**config.mk**
```make
export PLATFORM = sky130hd
export DESIGN_NAME = timer_pwm_generator
export DESIGN_NICKNAME = d
export VERILOG_FILES = /design/src/verilog/timer_pwm_pkg.sv /design/src/verilog/timer_pwm_generator.sv /design/src/verilog/tpwm_prescaler.sv /design/src/verilog/tpwm_event_edge.sv
export VERILOG_INCLUDE_DIRS = /design/src /design/src/verilog
export SDC_FILE = /design/constraint.sdc
export NUM_CORES = 1
export LEC_CHECK = 0
export BUFFER_PORTS_ARGS = -buffer_cell sky130_fd_sc_hd__clkbuf_2
export CAP_MARGIN = 25
export CORE_MARGIN = 2
export CORE_UTILIZATION = 40
export CTS_BUF_LIST = sky130_fd_sc_hd__clkbuf_2
export DETAILED_ROUTE_END_ITERATION = 8
export MAX_ROUTING_LAYER = met4
export PLACE_DENSITY = 0.66
export SYNTH_ARGS = -nofsm -noshare
export SYNTH_HDL_FRONTEND = slang
export SYNTH_SLANG_ARGS = --single-unit
```
**constraint.sdc**
```tcl
create_clock -name I_CORE_CLK -period 1.9 [get_ports I_CORE_CLK]
set_input_delay 0.38 -clock I_CORE_CLK [delete_from_list [all_inputs] [get_ports I_CORE_CLK]]
set_output_delay 0.38 -clock I_CORE_CLK [all_outputs]
set_load 0.05 [all_outputs]
```
**src/verilog/timer_pwm_params.svh**
```systemverilog
`ifndef TIMER_PWM_PARAMS_SVH
`define TIMER_PWM_PARAMS_SVH

// Register byte offsets on the Wishbone slave
`define TP_OFS_MODE      8'h00
`define TP_OFS_COUNT     8'h04
`define TP_OFS_RELOAD    8'h08
`define TP_OFS_STATUS    8'h0C

// Mode register field positions
`define TP_BIT_PWM_OUT   0
`define TP_BIT_TOGGLE    1
`define TP_BIT_ARELOAD   2
`define TP_BIT_CLKSRC    3
`define TP_BIT_PS_LO     4
`define TP_BIT_PS_HI     6
`define TP_BIT_ENABLE    7

// Status register field positions
`define TP_BIT_OVF_FLAG  0
`define TP_BIT_OVF_IEN   1

// Reset values
`define TP_RST_MODE      8'h00
`define TP_RST_COUNT     8'h00
`define TP_RST_RELOAD    8'h00

// Count limits per resolution
`define TP_MAX_256       8'hFF
`define TP_MAX_64        8'h3F
`define TP_MAX_32        8'h1F
`define TP_MAX_16        8'h0F

`endif

```
**src/verilog/timer_pwm_pkg.sv**
```systemverilog
package timer_pwm_pkg;

	typedef enum logic [1:0] {
		RES_256,
		RES_64,
		RES_32,
		RES_16
	} res_e;

	typedef enum logic [1:0] {
		PIN_GPIO,
		PIN_PWM,
		PIN_BUZZ
	} pin_src_e;

endpackage

```
**src/verilog/timer_pwm_generator.sv**
```systemverilog
// The address map and the Wishbone register port were decided locally.
`timescale 1ns/10ps
`default_nettype none
`include "timer_pwm_params.svh"

module timer_pwm_generator
	import timer_pwm_pkg::*;
(
	// Clock and reset
	input  wire logic        I_CORE_CLK,
	input  wire logic        I_NRST,
	// Wishbone slave
	input  wire logic        I_WB_CYC,
	input  wire logic        I_WB_STB,
	input  wire logic        I_WB_WE,
	input  wire logic [7:0]  I_WB_ADR,
	input  wire logic [3:0]  I_WB_SEL,
	input  wire logic [31:0] I_WB_DAT,
	output logic [31:0]      O_WB_DAT,
	output logic             O_WB_ACK,
	// External event pin
	input  wire logic        I_EVENT_PIN,
	// GPIO side of the shared pin
	input  wire logic        I_GPIO_OUT,
	input  wire logic        I_GPIO_OE,
	// Shared pin
	output logic             O_PIN_OUT,
	output logic             O_PIN_OE,
	// Interrupt request
	output logic             O_OVF_IRQ
);

	logic [7:0]  mode_ff;
	logic [7:0]  count_ff;
	logic [7:0]  nxt_count;
	logic [7:0]  reload_buf_ff;
	logic [7:0]  active_ff;
	logic        flag_ff;
	logic        ien_ff;
	logic        pwm_ff;
	logic        buzz_ff;
	logic        pin_ff;
	logic        oe_ff;
	logic        ack_ff;
	logic [31:0] rdat_ff;
	logic        en_d_ff;

	logic        presc_tick;
	logic        event_fall;
	logic        timer_en;
	logic        pwm_mode;
	logic        buzz_mode;
	logic        tick;
	logic        ovf;
	logic [7:0]  cnt_max;
	logic        wb_req;
	logic        wb_wr;
	logic        wr_mode;
	logic        wr_count;
	logic        wr_reload;
	logic        wr_status;
	res_e        res;
	pin_src_e    pin_src;

	// Resolution from the auto-reload and toggle bit pair
	function automatic res_e res_of(input logic [7:0] m);
		res_of = res_e'({m[`TP_BIT_ARELOAD], m[`TP_BIT_TOGGLE]});
	endfunction

	function automatic logic [7:0] max_of(input res_e r);
		case (r)
			RES_256: max_of = `TP_MAX_256;
			RES_64:  max_of = `TP_MAX_64;
			RES_32:  max_of = `TP_MAX_32;
			RES_16:  max_of = `TP_MAX_16;
			default: max_of = `TP_MAX_256;
		endcase
	endfunction

	tpwm_prescaler #(
		.W (8)
	) u_prescaler (
		.i_clk  (I_CORE_CLK),
		.i_nrst (I_NRST),
		.i_sel  (mode_ff[`TP_BIT_PS_HI:`TP_BIT_PS_LO]),
		.o_tick (presc_tick)
	);

	tpwm_event_edge u_event_edge (
		.i_clk  (I_CORE_CLK),
		.i_nrst (I_NRST),
		.i_pin  (I_EVENT_PIN),
		.o_fall (event_fall)
	);

	assign timer_en  = mode_ff[`TP_BIT_ENABLE];
	assign pwm_mode  = mode_ff[`TP_BIT_PWM_OUT];
	assign buzz_mode = mode_ff[`TP_BIT_TOGGLE] & ~pwm_mode;
	assign res       = pwm_mode ? res_of(mode_ff) : RES_256;
	assign cnt_max   = max_of(res);

	// Timer clock: prescaled core clock or external falling edges
	assign tick = timer_en & (mode_ff[`TP_BIT_CLKSRC] ? event_fall
		: presc_tick);
	assign ovf  = tick & (count_ff == cnt_max);

	// Wishbone decode; the write lands on the edge that also sees ack
	assign wb_req    = I_WB_CYC & I_WB_STB;
	assign wb_wr     = wb_req & I_WB_WE & ack_ff & I_WB_SEL[0];
	assign wr_mode   = wb_wr & (I_WB_ADR == `TP_OFS_MODE);
	assign wr_count  = wb_wr & (I_WB_ADR == `TP_OFS_COUNT);
	assign wr_reload = wb_wr & (I_WB_ADR == `TP_OFS_RELOAD);
	assign wr_status = wb_wr & (I_WB_ADR == `TP_OFS_STATUS);

	always_ff @(posedge I_CORE_CLK or negedge I_NRST) begin
		if (!I_NRST) begin
			ack_ff <= 1'b0;
		end else begin
			ack_ff <= wb_req & ~ack_ff;
		end
	end

	always_ff @(posedge I_CORE_CLK or negedge I_NRST) begin
		if (!I_NRST) begin
			rdat_ff <= 32'h0000_0000;
		end else if (wb_req & ~ack_ff) begin
			case (I_WB_ADR)
				`TP_OFS_MODE:   rdat_ff <= {24'h000000, mode_ff};
				`TP_OFS_COUNT:  rdat_ff <= {24'h000000, count_ff};
				`TP_OFS_STATUS: rdat_ff <= {30'h0, ien_ff, flag_ff};
				default:        rdat_ff <= 32'h0000_0000;
			endcase
		end
	end

	always_ff @(posedge I_CORE_CLK or negedge I_NRST) begin
		if (!I_NRST) begin
			mode_ff <= `TP_RST_MODE;
		end else if (wr_mode) begin
			mode_ff <= I_WB_DAT[7:0];
		end
	end

	always_ff @(posedge I_CORE_CLK or negedge I_NRST) begin
		if (!I_NRST) begin
			en_d_ff <= 1'b0;
		end else begin
			en_d_ff <= timer_en;
		end
	end

	// Count: overflow reloads zero in PWM mode, buffer with auto-reload
	always_comb begin
		nxt_count = count_ff;
		if (timer_en & ~en_d_ff & pwm_mode) begin
			nxt_count = `TP_RST_COUNT;
		end else if (ovf) begin
			if (pwm_mode | ~mode_ff[`TP_BIT_ARELOAD]) begin
				nxt_count = `TP_RST_COUNT;
			end else begin
				nxt_count = reload_buf_ff;
			end
		end else if (tick) begin
			nxt_count = count_ff + 8'h01;
		end
	end

	always_ff @(posedge I_CORE_CLK or negedge I_NRST) begin
		if (!I_NRST) begin
			count_ff <= `TP_RST_COUNT;
		end else if (wr_count) begin
			count_ff <= I_WB_DAT[7:0];
		end else begin
			count_ff <= nxt_count;
		end
	end

	// Double buffer keeps a mid-period duty write from glitching the output
	always_ff @(posedge I_CORE_CLK or negedge I_NRST) begin
		if (!I_NRST) begin
			reload_buf_ff <= `TP_RST_RELOAD;
		end else if (wr_reload) begin
			reload_buf_ff <= I_WB_DAT[7:0];
		end
	end

	always_ff @(posedge I_CORE_CLK or negedge I_NRST) begin
		if (!I_NRST) begin
			active_ff <= `TP_RST_RELOAD;
		end else if (ovf) begin
			active_ff <= reload_buf_ff;
		end
	end

	// Set beats a clear in the same cycle
	always_ff @(posedge I_CORE_CLK or negedge I_NRST) begin
		if (!I_NRST) begin
			flag_ff <= 1'b0;
		end else if (ovf) begin
			flag_ff <= 1'b1;
		end else if (wr_status & I_WB_DAT[`TP_BIT_OVF_FLAG]) begin
			flag_ff <= 1'b0;
		end
	end

	always_ff @(posedge I_CORE_CLK or negedge I_NRST) begin
		if (!I_NRST) begin
			ien_ff <= 1'b0;
		end else if (wr_status) begin
			ien_ff <= I_WB_DAT[`TP_BIT_OVF_IEN];
		end
	end

	// High while count is below the duty; one cycle behind the count
	always_ff @(posedge I_CORE_CLK or negedge I_NRST) begin
		if (!I_NRST) begin
			pwm_ff <= 1'b0;
		end else begin
			pwm_ff <= timer_en & (count_ff < active_ff);
		end
	end

	always_ff @(posedge I_CORE_CLK or negedge I_NRST) begin
		if (!I_NRST) begin
			buzz_ff <= 1'b0;
		end else if (ovf & buzz_mode) begin
			buzz_ff <= ~buzz_ff;
		end
	end

	// Pin ownership; GPIO settings are never overwritten, only bypassed
	always_comb begin
		if (pwm_mode & timer_en) begin
			pin_src = PIN_PWM;
		end else if (buzz_mode) begin
			pin_src = PIN_BUZZ;
		end else begin
			pin_src = PIN_GPIO;
		end
	end

	always_ff @(posedge I_CORE_CLK or negedge I_NRST) begin
		if (!I_NRST) begin
			pin_ff <= 1'b0;
			oe_ff  <= 1'b0;
		end else begin
			case (pin_src)
				PIN_PWM: begin
					pin_ff <= pwm_ff;
					oe_ff  <= 1'b1;
				end
				PIN_BUZZ: begin
					pin_ff <= buzz_ff;
					oe_ff  <= 1'b1;
				end
				default: begin
					pin_ff <= I_GPIO_OUT;
					oe_ff  <= I_GPIO_OE;
				end
			endcase
		end
	end

	assign O_PIN_OUT = pin_ff;
	assign O_PIN_OE  = oe_ff;
	assign O_OVF_IRQ = flag_ff & ien_ff;
	assign O_WB_ACK  = ack_ff;
	assign O_WB_DAT  = rdat_ff;

	property p_pin_owner;
		@(posedge I_CORE_CLK) disable iff (!I_NRST)
		(pwm_mode & timer_en) |=> (O_PIN_OE && O_PIN_OUT == $past(pwm_ff));
	endproperty
	a_pin_owner: assert property (p_pin_owner)
		else $error("pin not driven by PWM while PWM enabled");

	property p_restart_zero;
		@(posedge I_CORE_CLK) disable iff (!I_NRST)
		(ovf & pwm_mode & ~wr_count) |=> (count_ff == 8'h00);
	endproperty
	a_restart_zero: assert property (p_restart_zero)
		else $error("PWM count did not restart at zero");

	property p_low_at_match;
		@(posedge I_CORE_CLK) disable iff (!I_NRST)
		(timer_en & (count_ff == active_ff)) |=> !pwm_ff;
	endproperty
	a_low_at_match: assert property (p_low_at_match)
		else $error("PWM stayed high at duty match");

	property p_high_after_ovf;
		@(posedge I_CORE_CLK) disable iff (!I_NRST)
		(ovf & pwm_mode & (reload_buf_ff != 8'h00) & ~wr_count)
			##1 timer_en |=> pwm_ff;
	endproperty
	a_high_after_ovf: assert property (p_high_after_ovf)
		else $error("PWM did not go high at period start");

	property p_duty_load;
		@(posedge I_CORE_CLK) disable iff (!I_NRST)
		ovf |=> (active_ff == $past(reload_buf_ff));
	endproperty
	a_duty_load: assert property (p_duty_load)
		else $error("active duty not loaded at overflow");

	property p_buffer_only;
		@(posedge I_CORE_CLK) disable iff (!I_NRST)
		!ovf |=> $stable(active_ff);
	endproperty
	a_buffer_only: assert property (p_buffer_only)
		else $error("active duty changed without overflow");

	property p_flag_sticky;
		@(posedge I_CORE_CLK) disable iff (!I_NRST)
		ovf |=> flag_ff ##1 (flag_ff || $past(wr_status));
	endproperty
	a_flag_sticky: assert property (p_flag_sticky)
		else $error("overflow flag not set or lost");

	property p_irq;
		@(posedge I_CORE_CLK) disable iff (!I_NRST)
		(ovf & ien_ff & ~wr_status) |=> O_OVF_IRQ;
	endproperty
	a_irq: assert property (p_irq)
		else $error("no interrupt after enabled overflow");

	property p_res_bound;
		@(posedge I_CORE_CLK) disable iff (!I_NRST)
		(pwm_mode & mode_ff[`TP_BIT_ARELOAD] & mode_ff[`TP_BIT_TOGGLE]
			& (count_ff == 8'h0F) & tick & ~wr_count) |=> (count_ff == 8'h00);
	endproperty
	a_res_bound: assert property (p_res_bound)
		else $error("16 step resolution did not wrap");

	property p_buzz_toggle;
		@(posedge I_CORE_CLK) disable iff (!I_NRST)
		(ovf & buzz_mode) |=> (buzz_ff != $past(buzz_ff));
	endproperty
	a_buzz_toggle: assert property (p_buzz_toggle)
		else $error("buzzer did not toggle at overflow");

	property p_hold_disabled;
		@(posedge I_CORE_CLK) disable iff (!I_NRST)
		(!timer_en & ~wr_count) |=> ($stable(count_ff) && !$rose(flag_ff));
	endproperty
	a_hold_disabled: assert property (p_hold_disabled)
		else $error("disabled timer changed count or flag");

endmodule // timer_pwm_generator

`default_nettype wire

```
**src/verilog/tpwm_prescaler.sv**
```systemverilog
`timescale 1ns/10ps
`default_nettype none
`include "timer_pwm_params.svh"

module tpwm_prescaler #(
	parameter int W = 8
) (
	// Clock and reset
	input  wire logic         i_clk,
	input  wire logic         i_nrst,
	// Control
	input  wire logic [2:0]   i_sel,
	// Output
	output logic              o_tick
);

	logic [W-1:0] div_ff;
	logic         tick_ff;

	// Select 000 divides by 256, each step halves the divisor
	function automatic logic [W-1:0] div_mask(input logic [2:0] sel);
		div_mask = {W{1'b1}} >> sel;
	endfunction

	always_ff @(posedge i_clk or negedge i_nrst) begin
		if (!i_nrst) begin
			div_ff <= '0;
		end else begin
			div_ff <= div_ff + 1'b1;
		end
	end

	always_ff @(posedge i_clk or negedge i_nrst) begin
		if (!i_nrst) begin
			tick_ff <= 1'b0;
		end else begin
			tick_ff <= ((div_ff & div_mask(i_sel)) == div_mask(i_sel));
		end
	end

	assign o_tick = tick_ff;

endmodule // tpwm_prescaler

`default_nettype wire

```
**src/verilog/tpwm_event_edge.sv**
```systemverilog
`timescale 1ns/10ps
`default_nettype none

module tpwm_event_edge (
	// Clock and reset
	input  wire logic i_clk,
	input  wire logic i_nrst,
	// Event pin
	input  wire logic i_pin,
	// Output
	output logic      o_fall
);

	logic pin_ff;
	logic fall_ff;

	always_ff @(posedge i_clk or negedge i_nrst) begin
		if (!i_nrst) begin
			pin_ff <= 1'b1;
		end else begin
			pin_ff <= i_pin;
		end
	end

	always_ff @(posedge i_clk or negedge i_nrst) begin
		if (!i_nrst) begin
			fall_ff <= 1'b0;
		end else begin
			fall_ff <= pin_ff & ~i_pin;
		end
	end

	assign o_fall = fall_ff;

	property p_fall_one_shot;
		@(posedge i_clk) disable iff (!i_nrst)
		o_fall |=> !o_fall;
	endproperty
	a_fall_one_shot: assert property (p_fall_one_shot)
		else $error("event fall pulse lasted two cycles");

endmodule // tpwm_event_edge

`default_nettype wire

```
# After elaboration in Yosys (flattened, before gate mapping)
# Index checks and enable logic that the tools add are counted.
# op_classes
multipliers	0
addsub	2
n_shift	1
bitwise	28
magnitude_cmp	1
eq_ne	10
reduce_logical	5
n_div	0
muxes	15
# op_table
operator	n
$mux W8	5
$pmux W8 S4	1
$pmux W8 S3	1
$and A1 B1 Y1	20
$add A8 B1 Y8 const B	2
$eq A8 B4 Y1 const B	2
$eq A8 B8 Y1	2
$and A8 B8 Y8	1
$eq A8 B3 Y1 const B	1
$logic_not A8 Y1	1
$lt A8 B8 Y1	1
$shr A8 B3 Y8 const A	1
$eq A2 B2 Y1 const B	3
$mux W2	3
$not A1 Y1	6
$eq A2 B1 Y1 const B	2
$mux W1	4
$reduce_bool A4 Y1	1
$logic_not A2 Y1	1
$pmux W1 S2	1
$reduce_bool A2 Y1	1
$reduce_or A2 Y1	1
$or A1 B1 Y1	1
# word_totals
mem_bits_ro	0
elab_cells	79
latch_bits	0
ram_bits	0
input_bits	52
ff_bits	83
n_memories	0

# Depth between registers and ports, before layout
# Gate-level depths: netlist of the first run.
# logic_depth
ltp_word	8
mapped_depth	7
depth_no_buf	6

# Modules after synthesis
# A second synthesis of the first run with hierarchy kept.
# hier_totals
cells_unflattened	313
area_unflattened_um2	3201.8
# by_module_without_submodules
module	seq_area_each_um2	n_inst	area_per_inst_um2	cells_per_inst
timer_pwm_generator	1201.2	1	2748.9	279
tpwm_prescaler	225.2	1	387.9	31
tpwm_event_edge	51.3	1	65.1	3

# Worst setup path before layout of the first run
# OpenSTA, ideal clock, no wires.
# synth_path
path_type	input-to-reg
start	input port I_WB_ADR[7]
end	register count_ff[1]
t_arrival_ps	1922
setup_slack_ps	-146
setup_time_ps	124
path_stages	5
path_cell_list	or4_4 -> or2_4 -> or4_4 -> mux2i_1 -> o21ai_1
# synth_between
elab_chain_cells	3
word_cells_on_any_way	4
# synth_rtl
element	line_no	text
from (decl)	timer_pwm_generator.sv:16	input wire logic [7:0] I_WB_ADR,
$eq A8 B3 Y1 *	--	
$and A1 B1 Y1 *	timer_pwm_generator.sv:111	assign wr_count = wb_wr & (I_WB_ADR == `TP_OFS_COUNT);
$reduce_bool A4 Y1 (no source line) / $mux W8 (equally long branches)	--	
to (signal assigned)	timer_pwm_generator.sv:170	count_ff <= `TP_RST_COUNT;
to (signal assigned)	timer_pwm_generator.sv:172	count_ff <= I_WB_DAT[7:0];
to (signal assigned)	timer_pwm_generator.sv:174	count_ff <= nxt_count;
to (decl)	timer_pwm_generator.sv:34	logic [7:0] count_ff;
# Mark *: on every way between the ends. The rest lies on a longest branch, timed or not.
# A chain may end at the register's enable or synchronous reset.

# Worst setup path after layout of the first run
# layout_path
start	register count_ff[4]
end	register active_ff[0]
# layout_between
elab_chain_cells	2
# layout_rtl
element	line_no	text
$eq A8 B8 Y1	timer_pwm_generator.sv:105	assign ovf = tick & (count_ff == cnt_max);
$and A1 B1 Y1	timer_pwm_generator.sv:105	
to (signal assigned)	timer_pwm_generator.sv:189	active_ff <= `TP_RST_RELOAD;
to (signal assigned)	timer_pwm_generator.sv:191	active_ff <= reload_buf_ff;
to (decl)	timer_pwm_generator.sv:37	logic [7:0] active_ff;
# No other way between the ends.

==> results of run 1 <==
## stage by stage
stage,cell area [um2],power [mW],utilization
floorplan,3360,1.47,-
global placement,3710,1.51,0.475
detailed placement,3710,1.51,0.475
CTS,3840,2.24,0.492
global route,3940,2.32,0.504
finish,3940,2.22,0.504
## worst register-to-register path, delay by kind of cell (launching register included)
kind            cells  cell delay (ns)
buf+inv             1             0.17
compound gates      2             0.52
simple gates        1             0.33
flops               1             0.48
mux                 1             0.29
## logic make-up (layout without fill, tap and decap cells)
| kind of cell | count (synthesis) | in the layout | synth area share |
|---|---|---|---|
| xor+xnor | 10 | 10 | 0.0270 |
| flops | 59 | 59 | 0.455 |
| simple gates | 97 | 97 | 0.164 |
| other cells | 1 | 24 | 0.00116 |
| compound gates | 60 | 60 | 0.119 |
| mux | 36 | 36 | 0.120 |
| fa+ha+maj | 9 | 9 | 0.0347 |
| buf+inv | 43 | 97 | 0.0786 |
## cells in the final DEF (no fill, tap or decap), types with 3 or more instances in the layout
cell	count
nand2_1	41
mux2i_1	12
or2_2	3
conb_1	24
ha_1	8
dfrtp_2	3
buf_6	4
a21oi_1	4
nor2_1	7
inv_1	9
mux2_2	22
dfrtp_1	55
buf_4	29
nand2b_1	3
a21o_1	5
and2_1	5
o21ai_0	22
o21ai_1	4
a211oi_1	3
buf_12	3
and3_1	4
xnor2_1	4
xor2_1	6
o211ai_1	5
clkbuf_2	46
nand3_1	11
nor2b_1	4
## routing by layer
metal  track usage  vias up  part of all wire  wire [um]
li1              -     1216                 -          -
met1         0.232     1194              0.45       3250
met2         0.286       76              0.48       3420
met3        0.0401       10             0.056        400
met4        0.0652        0             0.016        112
met5             -        -                 0          0
## final timing paths
kind | endpoint | startpoint | slack [ns]
setup / recovery | active_ff[0] | count_ff[4] | -0.008
hold / removal | O_PIN_OE | I_GPIO_OE | 0.09
setup reg to reg | active_ff[0] | count_ff[4] | -0.008
hold reg to reg | u_prescaler.div_ff[0] | u_prescaler.div_ff[0] | 0.48
max in group asynchronous | count_ff[6] | I_NRST | 1.17
min in group asynchronous | count_ff[4] | I_NRST | 0.41
## final cells by class
class / instances / area (um2)
tap: 102 / 128
clock buffer: 10 / 50.0
clock inverter: 4 / 43.8
sequential: 59 / 1480
inverter: 9 / 33.8
fill: 722 / 3870
multi-input combinational: 236 / 1680
timing repair buffer: 74 / 523
## sequential cells by signal, indices dropped and copies added, names as in the netlist
register,count
O_PIN_OE,1
O_WB_DAT,8
reload_buf_ff,8
pwm_ff,1
O_WB_ACK,1
flag_ff,1
active_ff,8
buzz_ff,1
O_PIN_OUT,1
count_ff,8
en_d_ff,1
u_event_edge.o_fall,1
ien_ff,1
u_prescaler.div_ff,8
mode_ff,8
u_prescaler.o_tick,1
u_event_edge.pin_ff,1
## power by group through the flow
| stage | clock network, mW | logic [mW] | registers (mW) |
|---|---|---|---|
| 2_1_floorplan | 0 | 0.172 | 1.30 |
| 3_3_place_gp | 0 | 0.223 | 1.29 |
| 3_5_place_dp | 0 | 0.225 | 1.29 |
| 4_1_cts | 0.742 | 0.229 | 1.27 |
| 5_1_grt | 0.810 | 0.245 | 1.27 |
| 6_report | 0.724 | 0.227 | 1.27 |
## cells in the mapped netlist (3+ instances only)
master / n
a211oi_1: 3
a21o_1: 5
a21oi_1: 4
a22oi_1: 4
and2_1: 5
and3_1: 4
buf_4: 24
clkbuf_1: 6
dfrtp_1: 58
ha_1: 9
inv_1: 9
mux2_2: 24
mux2i_1: 12
nand2_1: 41
nand2b_1: 3
nand3_1: 12
nor2_1: 7
nor2b_1: 4
o211ai_1: 5
o21ai_0: 24
or2_2: 3
xnor2_1: 4
xor2_1: 6
## timing repair
action | CTS | global route
setup endpoints to repair | 3 | 10
buffers inserted | 1 | 5
endpoints found under the hold margin | 59 | 0
gates resized for setup | 4 | 15
pin swaps | 1 | 6
hold buffers | 2 | 0
==> results.json, run 1 <==
{
  "internal_power_mw": 1.60,
  "finalCritPeriodShare": 1.00,
  "dieArea_mm2": 0.00885,
  "critPathMaxFanout": 5,
  "avgRoutedWirePerCell_um": 14.6,
  "path_clk_slew_ns": 0.19,
  "seqPwrFrac": 0.571,
  "drtIter0Drc": 200,
  "grt_pass1_wl_um": 11900,
  "rows": 32,
  "synth_edf_count": 0,
  "dp_hpwl_um": 5420,
  "gp_congestion": 0.899,
  "cpMaxStageDelayCell": "dfrtp_2",
  "violations": "negative setup slack",
  "netlist_area_mm2": 0.00325,
  "wirelength_um": 7190,
  "cpPeakStageDelay_ns": 0.48,
  "critPathArrivalTime_ns": 2.29,
  "io_pins": 88,
  "drv_slew": 0,
  "async_flop_share": 1.00,
  "fin_tns_setup_ns": -0.00835,
  "clkPwrFrac": 0.327,
  "yosysSeqAreaShare": 0.455,
  "crit_type": "reg2reg",
  "die_width_um": 94.1,
  "synth_cell_types": 52,
  "coreArea_mm2": 0.00781,
  "antenna_found_initial": 0,
  "root_buffer": "clkbuf_2",
  "power_density_mw_per_mm2": 563,
  "r2r_cells": 5,
  "yosys.area.top_type": "dfrtp_1",
  "max_freq_ghz": 0.524,
  "drc": 0,
  "area_growth_pct": 21.4,
  "path_cells": "nor4bb_4 > a22oi_2 > a211oi_4 > buf_4 > mux2_4",
  "avgViaCountPerCell": 5.05,
  "syn_inst": 315,
  "die_h_um": 94.1,
  "dp.cells": 472,
  "min_path_cells": 2,
  "setup_ws_ns": -0.00835,
  "tightest_slew_ns": 0.531,
  "sw_frac_of_total": 0.280,
  "ys.flop_type": "dfrtp_1",
  "antennaDiodeCount": 0,
  "start_kind": "flop",
  "cts_buffer_depth": 2,
  "nNetsFinal": 450,
  "grt_overflow": 0,
  "run_status": "complete, but fails checks",
  "skew_ns": 0.0423,
  "p_leak_nw": 1.90,
  "syn_area_per_cell_um2": 10.3,
  "port_buffers": 36,
  "hp-class": "in2reg",
  "end_kind": "flop",
  "cts.sinks": 59,
  "stdcell_count": 494,
  "synth.ff_latch_count": 59,
  "grt_use_total": 0.182,
  "cts_max_level": 3,
  "clock_latency_ns": 0.50,
  "layout_min_cycle_time_ns": 1.91,
  "synth.top_cell.area_share": 0.447,
  "start_util": 0.416,
  "p_comb_frac": 0.102,
  "cp.required_ns": 2.28,
  "vias": 2496,
  "yosysWarnings": 0,
  "peakVddDrop_uv": 242,
  "cts_tree": "built",
  "cp.depth": 5,
  "drive_gt1_frac": 0.337,
  "dp_slack_ns": -0.243,
  "relSlewSlack": 0.637,
  "finalSetupViolCount": 1,
  "firstDrtPassIters": 4,
  "cpLargestDelayFamily": "compound AO/OA/AOI/OAI gates",
  "finalHoldViolCount": 0,
  "numCtsBuffers": 9,
  "switchingPower_mw": 0.620,
  "fin_hold_ws_ns": 0.0860,
  "synthTopCellsByArea": "dfrtp_1, mux2_2, buf_4, nand2_1, mux2i_1",
  "max_cap_violations": 0,
  "drtAntennaViolNets": 0,
  "grt_pass1_vias": 2452,
  "path_buf_inv": 1,
  "rsz0062_at_grt": "true",
  "grt_max_degree": 60
}
No activity file was read; power rests on OpenSTA's default activity.
==> inputs of run 2 (changes only) <==
--- a/config.mk
+++ b/config.mk
@@ -6,14 +6,13 @@
 export SDC_FILE = /design/constraint.sdc
 export NUM_CORES = 1
 export LEC_CHECK = 0
-export BUFFER_PORTS_ARGS = -buffer_cell sky130_fd_sc_hd__clkbuf_2
 export CAP_MARGIN = 25
 export CORE_MARGIN = 2
 export CORE_UTILIZATION = 40
 export CTS_BUF_LIST = sky130_fd_sc_hd__clkbuf_2
 export DETAILED_ROUTE_END_ITERATION = 8
+export DONT_BUFFER_PORTS = 1
 export MAX_ROUTING_LAYER = met4
-export PLACE_DENSITY = 0.66
 export SYNTH_ARGS = -nofsm -noshare
 export SYNTH_HDL_FRONTEND = slang
 export SYNTH_SLANG_ARGS = --single-unit
==> run 2 against run 1 <==
The flow now finishes without violations. Cell count shrank 4.9%. First-iteration DRC count shrank 20%. Power shrank 6.2%. Critical endpoint is now count_ff[7]. Worst hold slack lost 0.051 ns. Global-route usage grew 1.8 points. Clock-buffer cell count is the same. Sequential share of layout area grew 0.96 points. Clock power shrank 16%.
==> results.json, run 2 (synthesis results as in run 1) <==
{
  "area_growth_pct": 18.3,
  "r2r_cells": 5,
  "rrSetupSlack_ns": 0.09,
  "power_density_mw_per_mm2": 541,
  "cpMaxStageDelayCell": "dfrtp_2",
  "grt_overflow": 0,
  "stdcell_area_mm2": 0.00384,
  "grt_use_total": 0.200,
  "timing.rr.end": "count_ff[7]",
  "rsz0062_at_grt": "true",
  "drv_slew": 0,
  "relSlewSlack": 0.657,
  "firstDrtPassIters": 4,
  "critPathArrivalTime_ns": 2.23,
  "critPathMaxFanout": 4,
  "finalHoldViolCount": 0,
  "grt_pass1_wl_um": 13000,
  "coreArea_mm2": 0.00781,
  "fin_hold_ws_ns": 0.0348,
  "finalCritPeriodShare": 0.954,
  "start_util": 0.416,
  "antenna_found_initial": 0,
  "die_h_um": 94.1,
  "root_buffer": "clkbuf_2",
  "cts_max_level": 3,
  "drtAntennaViolNets": 0,
  "antennaDiodeCount": 0,
  "die_width_um": 94.1,
  "path_cells": "nor4bb_4 > a22oi_2 > a211oi_4 > mux2_4 > a22oi_2",
  "holdCritStartpoint": "I_WB_DAT[7]",
  "port_buffers": 0,
  "hp-class": "in2reg",
  "peakVddDrop_uv": 204,
  "io_pins": 88,
  "grt_pass1_vias": 2462,
  "drtIter0Drc": 160,
  "numCtsBuffers": 9,
  "avgViaCountPerCell": 5.23,
  "r2r_start": "count_ff[7]",
  "layout_common_cells": "dfrtp_1, nand2_1, buf_4",
  "cts_tree": "built",
  "max_freq_ghz": 0.552,
  "dieArea_mm2": 0.00885,
  "cp_common_cell": "a22oi_2",
  "rows": 32,
  "max_cap_violations": 0,
  "clock_latency_ns": 0.49,
  "skew_ns": 0.0321,
  "nNetsFinal": 425,
  "layout_min_cycle_time_ns": 1.81,
  "p_leak_nw": 1.78,
  "cts.sinks": 59,
  "wirelength_um": 7840,
  "cts_buffer_depth": 2,
  "cp-endpoint": "count_ff[7]",
  "start_kind": "flop",
  "drc": 0,
  "gp_congestion": 0.890,
  "cpPeakStageDelay_ns": 0.49,
  "vias": 2457,
  "cp.required_ns": 2.32,
  "grt_max_degree": 60,
  "run_status": "completed",
  "end_kind": "flop",
  "finalSetupViolCount": 0,
  "regArea_mm2": 0.00148,
  "tightest_slew_ns": 0.515,
  "avgRoutedWirePerCell_um": 16.7,
  "nFillCells": 751,
  "final_common_cell": "dfrtp_1",
  "dp_hpwl_um": 5570,
  "setup.worst_path.start": "count_ff[7]",
  "multi_input_area_mm2": 0.00169,
  "drive_gt1_frac": 0.266,
  "path_clk_slew_ns": 0.17,
  "crit_type": "reg2reg",
  "placed_cell_area_mm2": 0.00348
}
==> run 2: changes by cell type in the layout (fill, tap and decap cells not counted), moves of 2 or more <==
cell           previous run  this run
clkbuf_2                 46        10
buf_4                    29        32
clkinv_1                  1         3
dlygate4sd3_1             2        12
buf_12                    3         1
==> run 2: critical path: cells and delay by family, from the launching register on <==
family	cells	cell delay [ns]
compound gates	3	0.63
flops	1	0.49
simple gates	1	0.30
mux	1	0.33
==> run 2: cell type report <==
class	count	area share
Sequential cell	59	0.386
Multi-Input combinational cell	236	0.439
Clock inverter	5	0.00554
Clock buffer	10	0.0130
Timing Repair Buffer	49	0.115
Inverter	9	0.00879
Tap cell	102	0.0332
==> run 2: worst min path at each step <==
stage,endpoint,slack (ns),cells after the start
after floorplan,O_PIN_OE,0.08,0
after global placement,u_prescaler.div_ff[4],0.09,0
after detailed placement,u_prescaler.div_ff[3],0.09,0
after CTS,ien_ff,0.005,1
after global routing,count_ff[7],-0.008,2
final,count_ff[7],0.03,2
==> run 2: per-layer routing <==
| metal | vias to the layer above | GRT usage | wire (um) |
|---|---|---|---|
| met5 | - | - | 0 |
| met4 | 0 | 0.0543 | 104 |
| met3 | 10 | 0.0570 | 384 |
| met2 | 65 | 0.306 | 3670 |
| met1 | 1208 | 0.262 | 3680 |
| li1 | 1174 | - | - |
==> run 2: power breakdown <==
part / switching, mW / internal [mW]
logic: 0.157 / 0.0413
clock network: 0.452 / 0.154
registers: 0.0116 / 1.26
total: 0.620 / 1.46
==> run 2: metrics by stage <==
step           cells  utilization  total power [mW]  setup WS (ns)  setup TNS [ns]
3_5_place_dp     433        0.446              1.44         -0.129           -2.17
4_1_cts          457        0.471              2.08         0.0303               0
5_1_grt          470        0.492              2.17        -0.0153         -0.0393
6_report         470        0.492              2.08         0.0875               0
2_1_floorplan    338            -              1.47        -0.0976          -0.919
3_3_place_gp     433        0.446              1.44         -0.116           -1.75
==> run 2: timing repair <==
action                                  4_1_cts  5_1_grt
hold buffers                                  8        5
buffers inserted                              1        8
endpoints found under the setup margin        5        7
endpoints found under the hold margin        66       10
pin swaps                                     1        5
gates resized for setup                       5       17
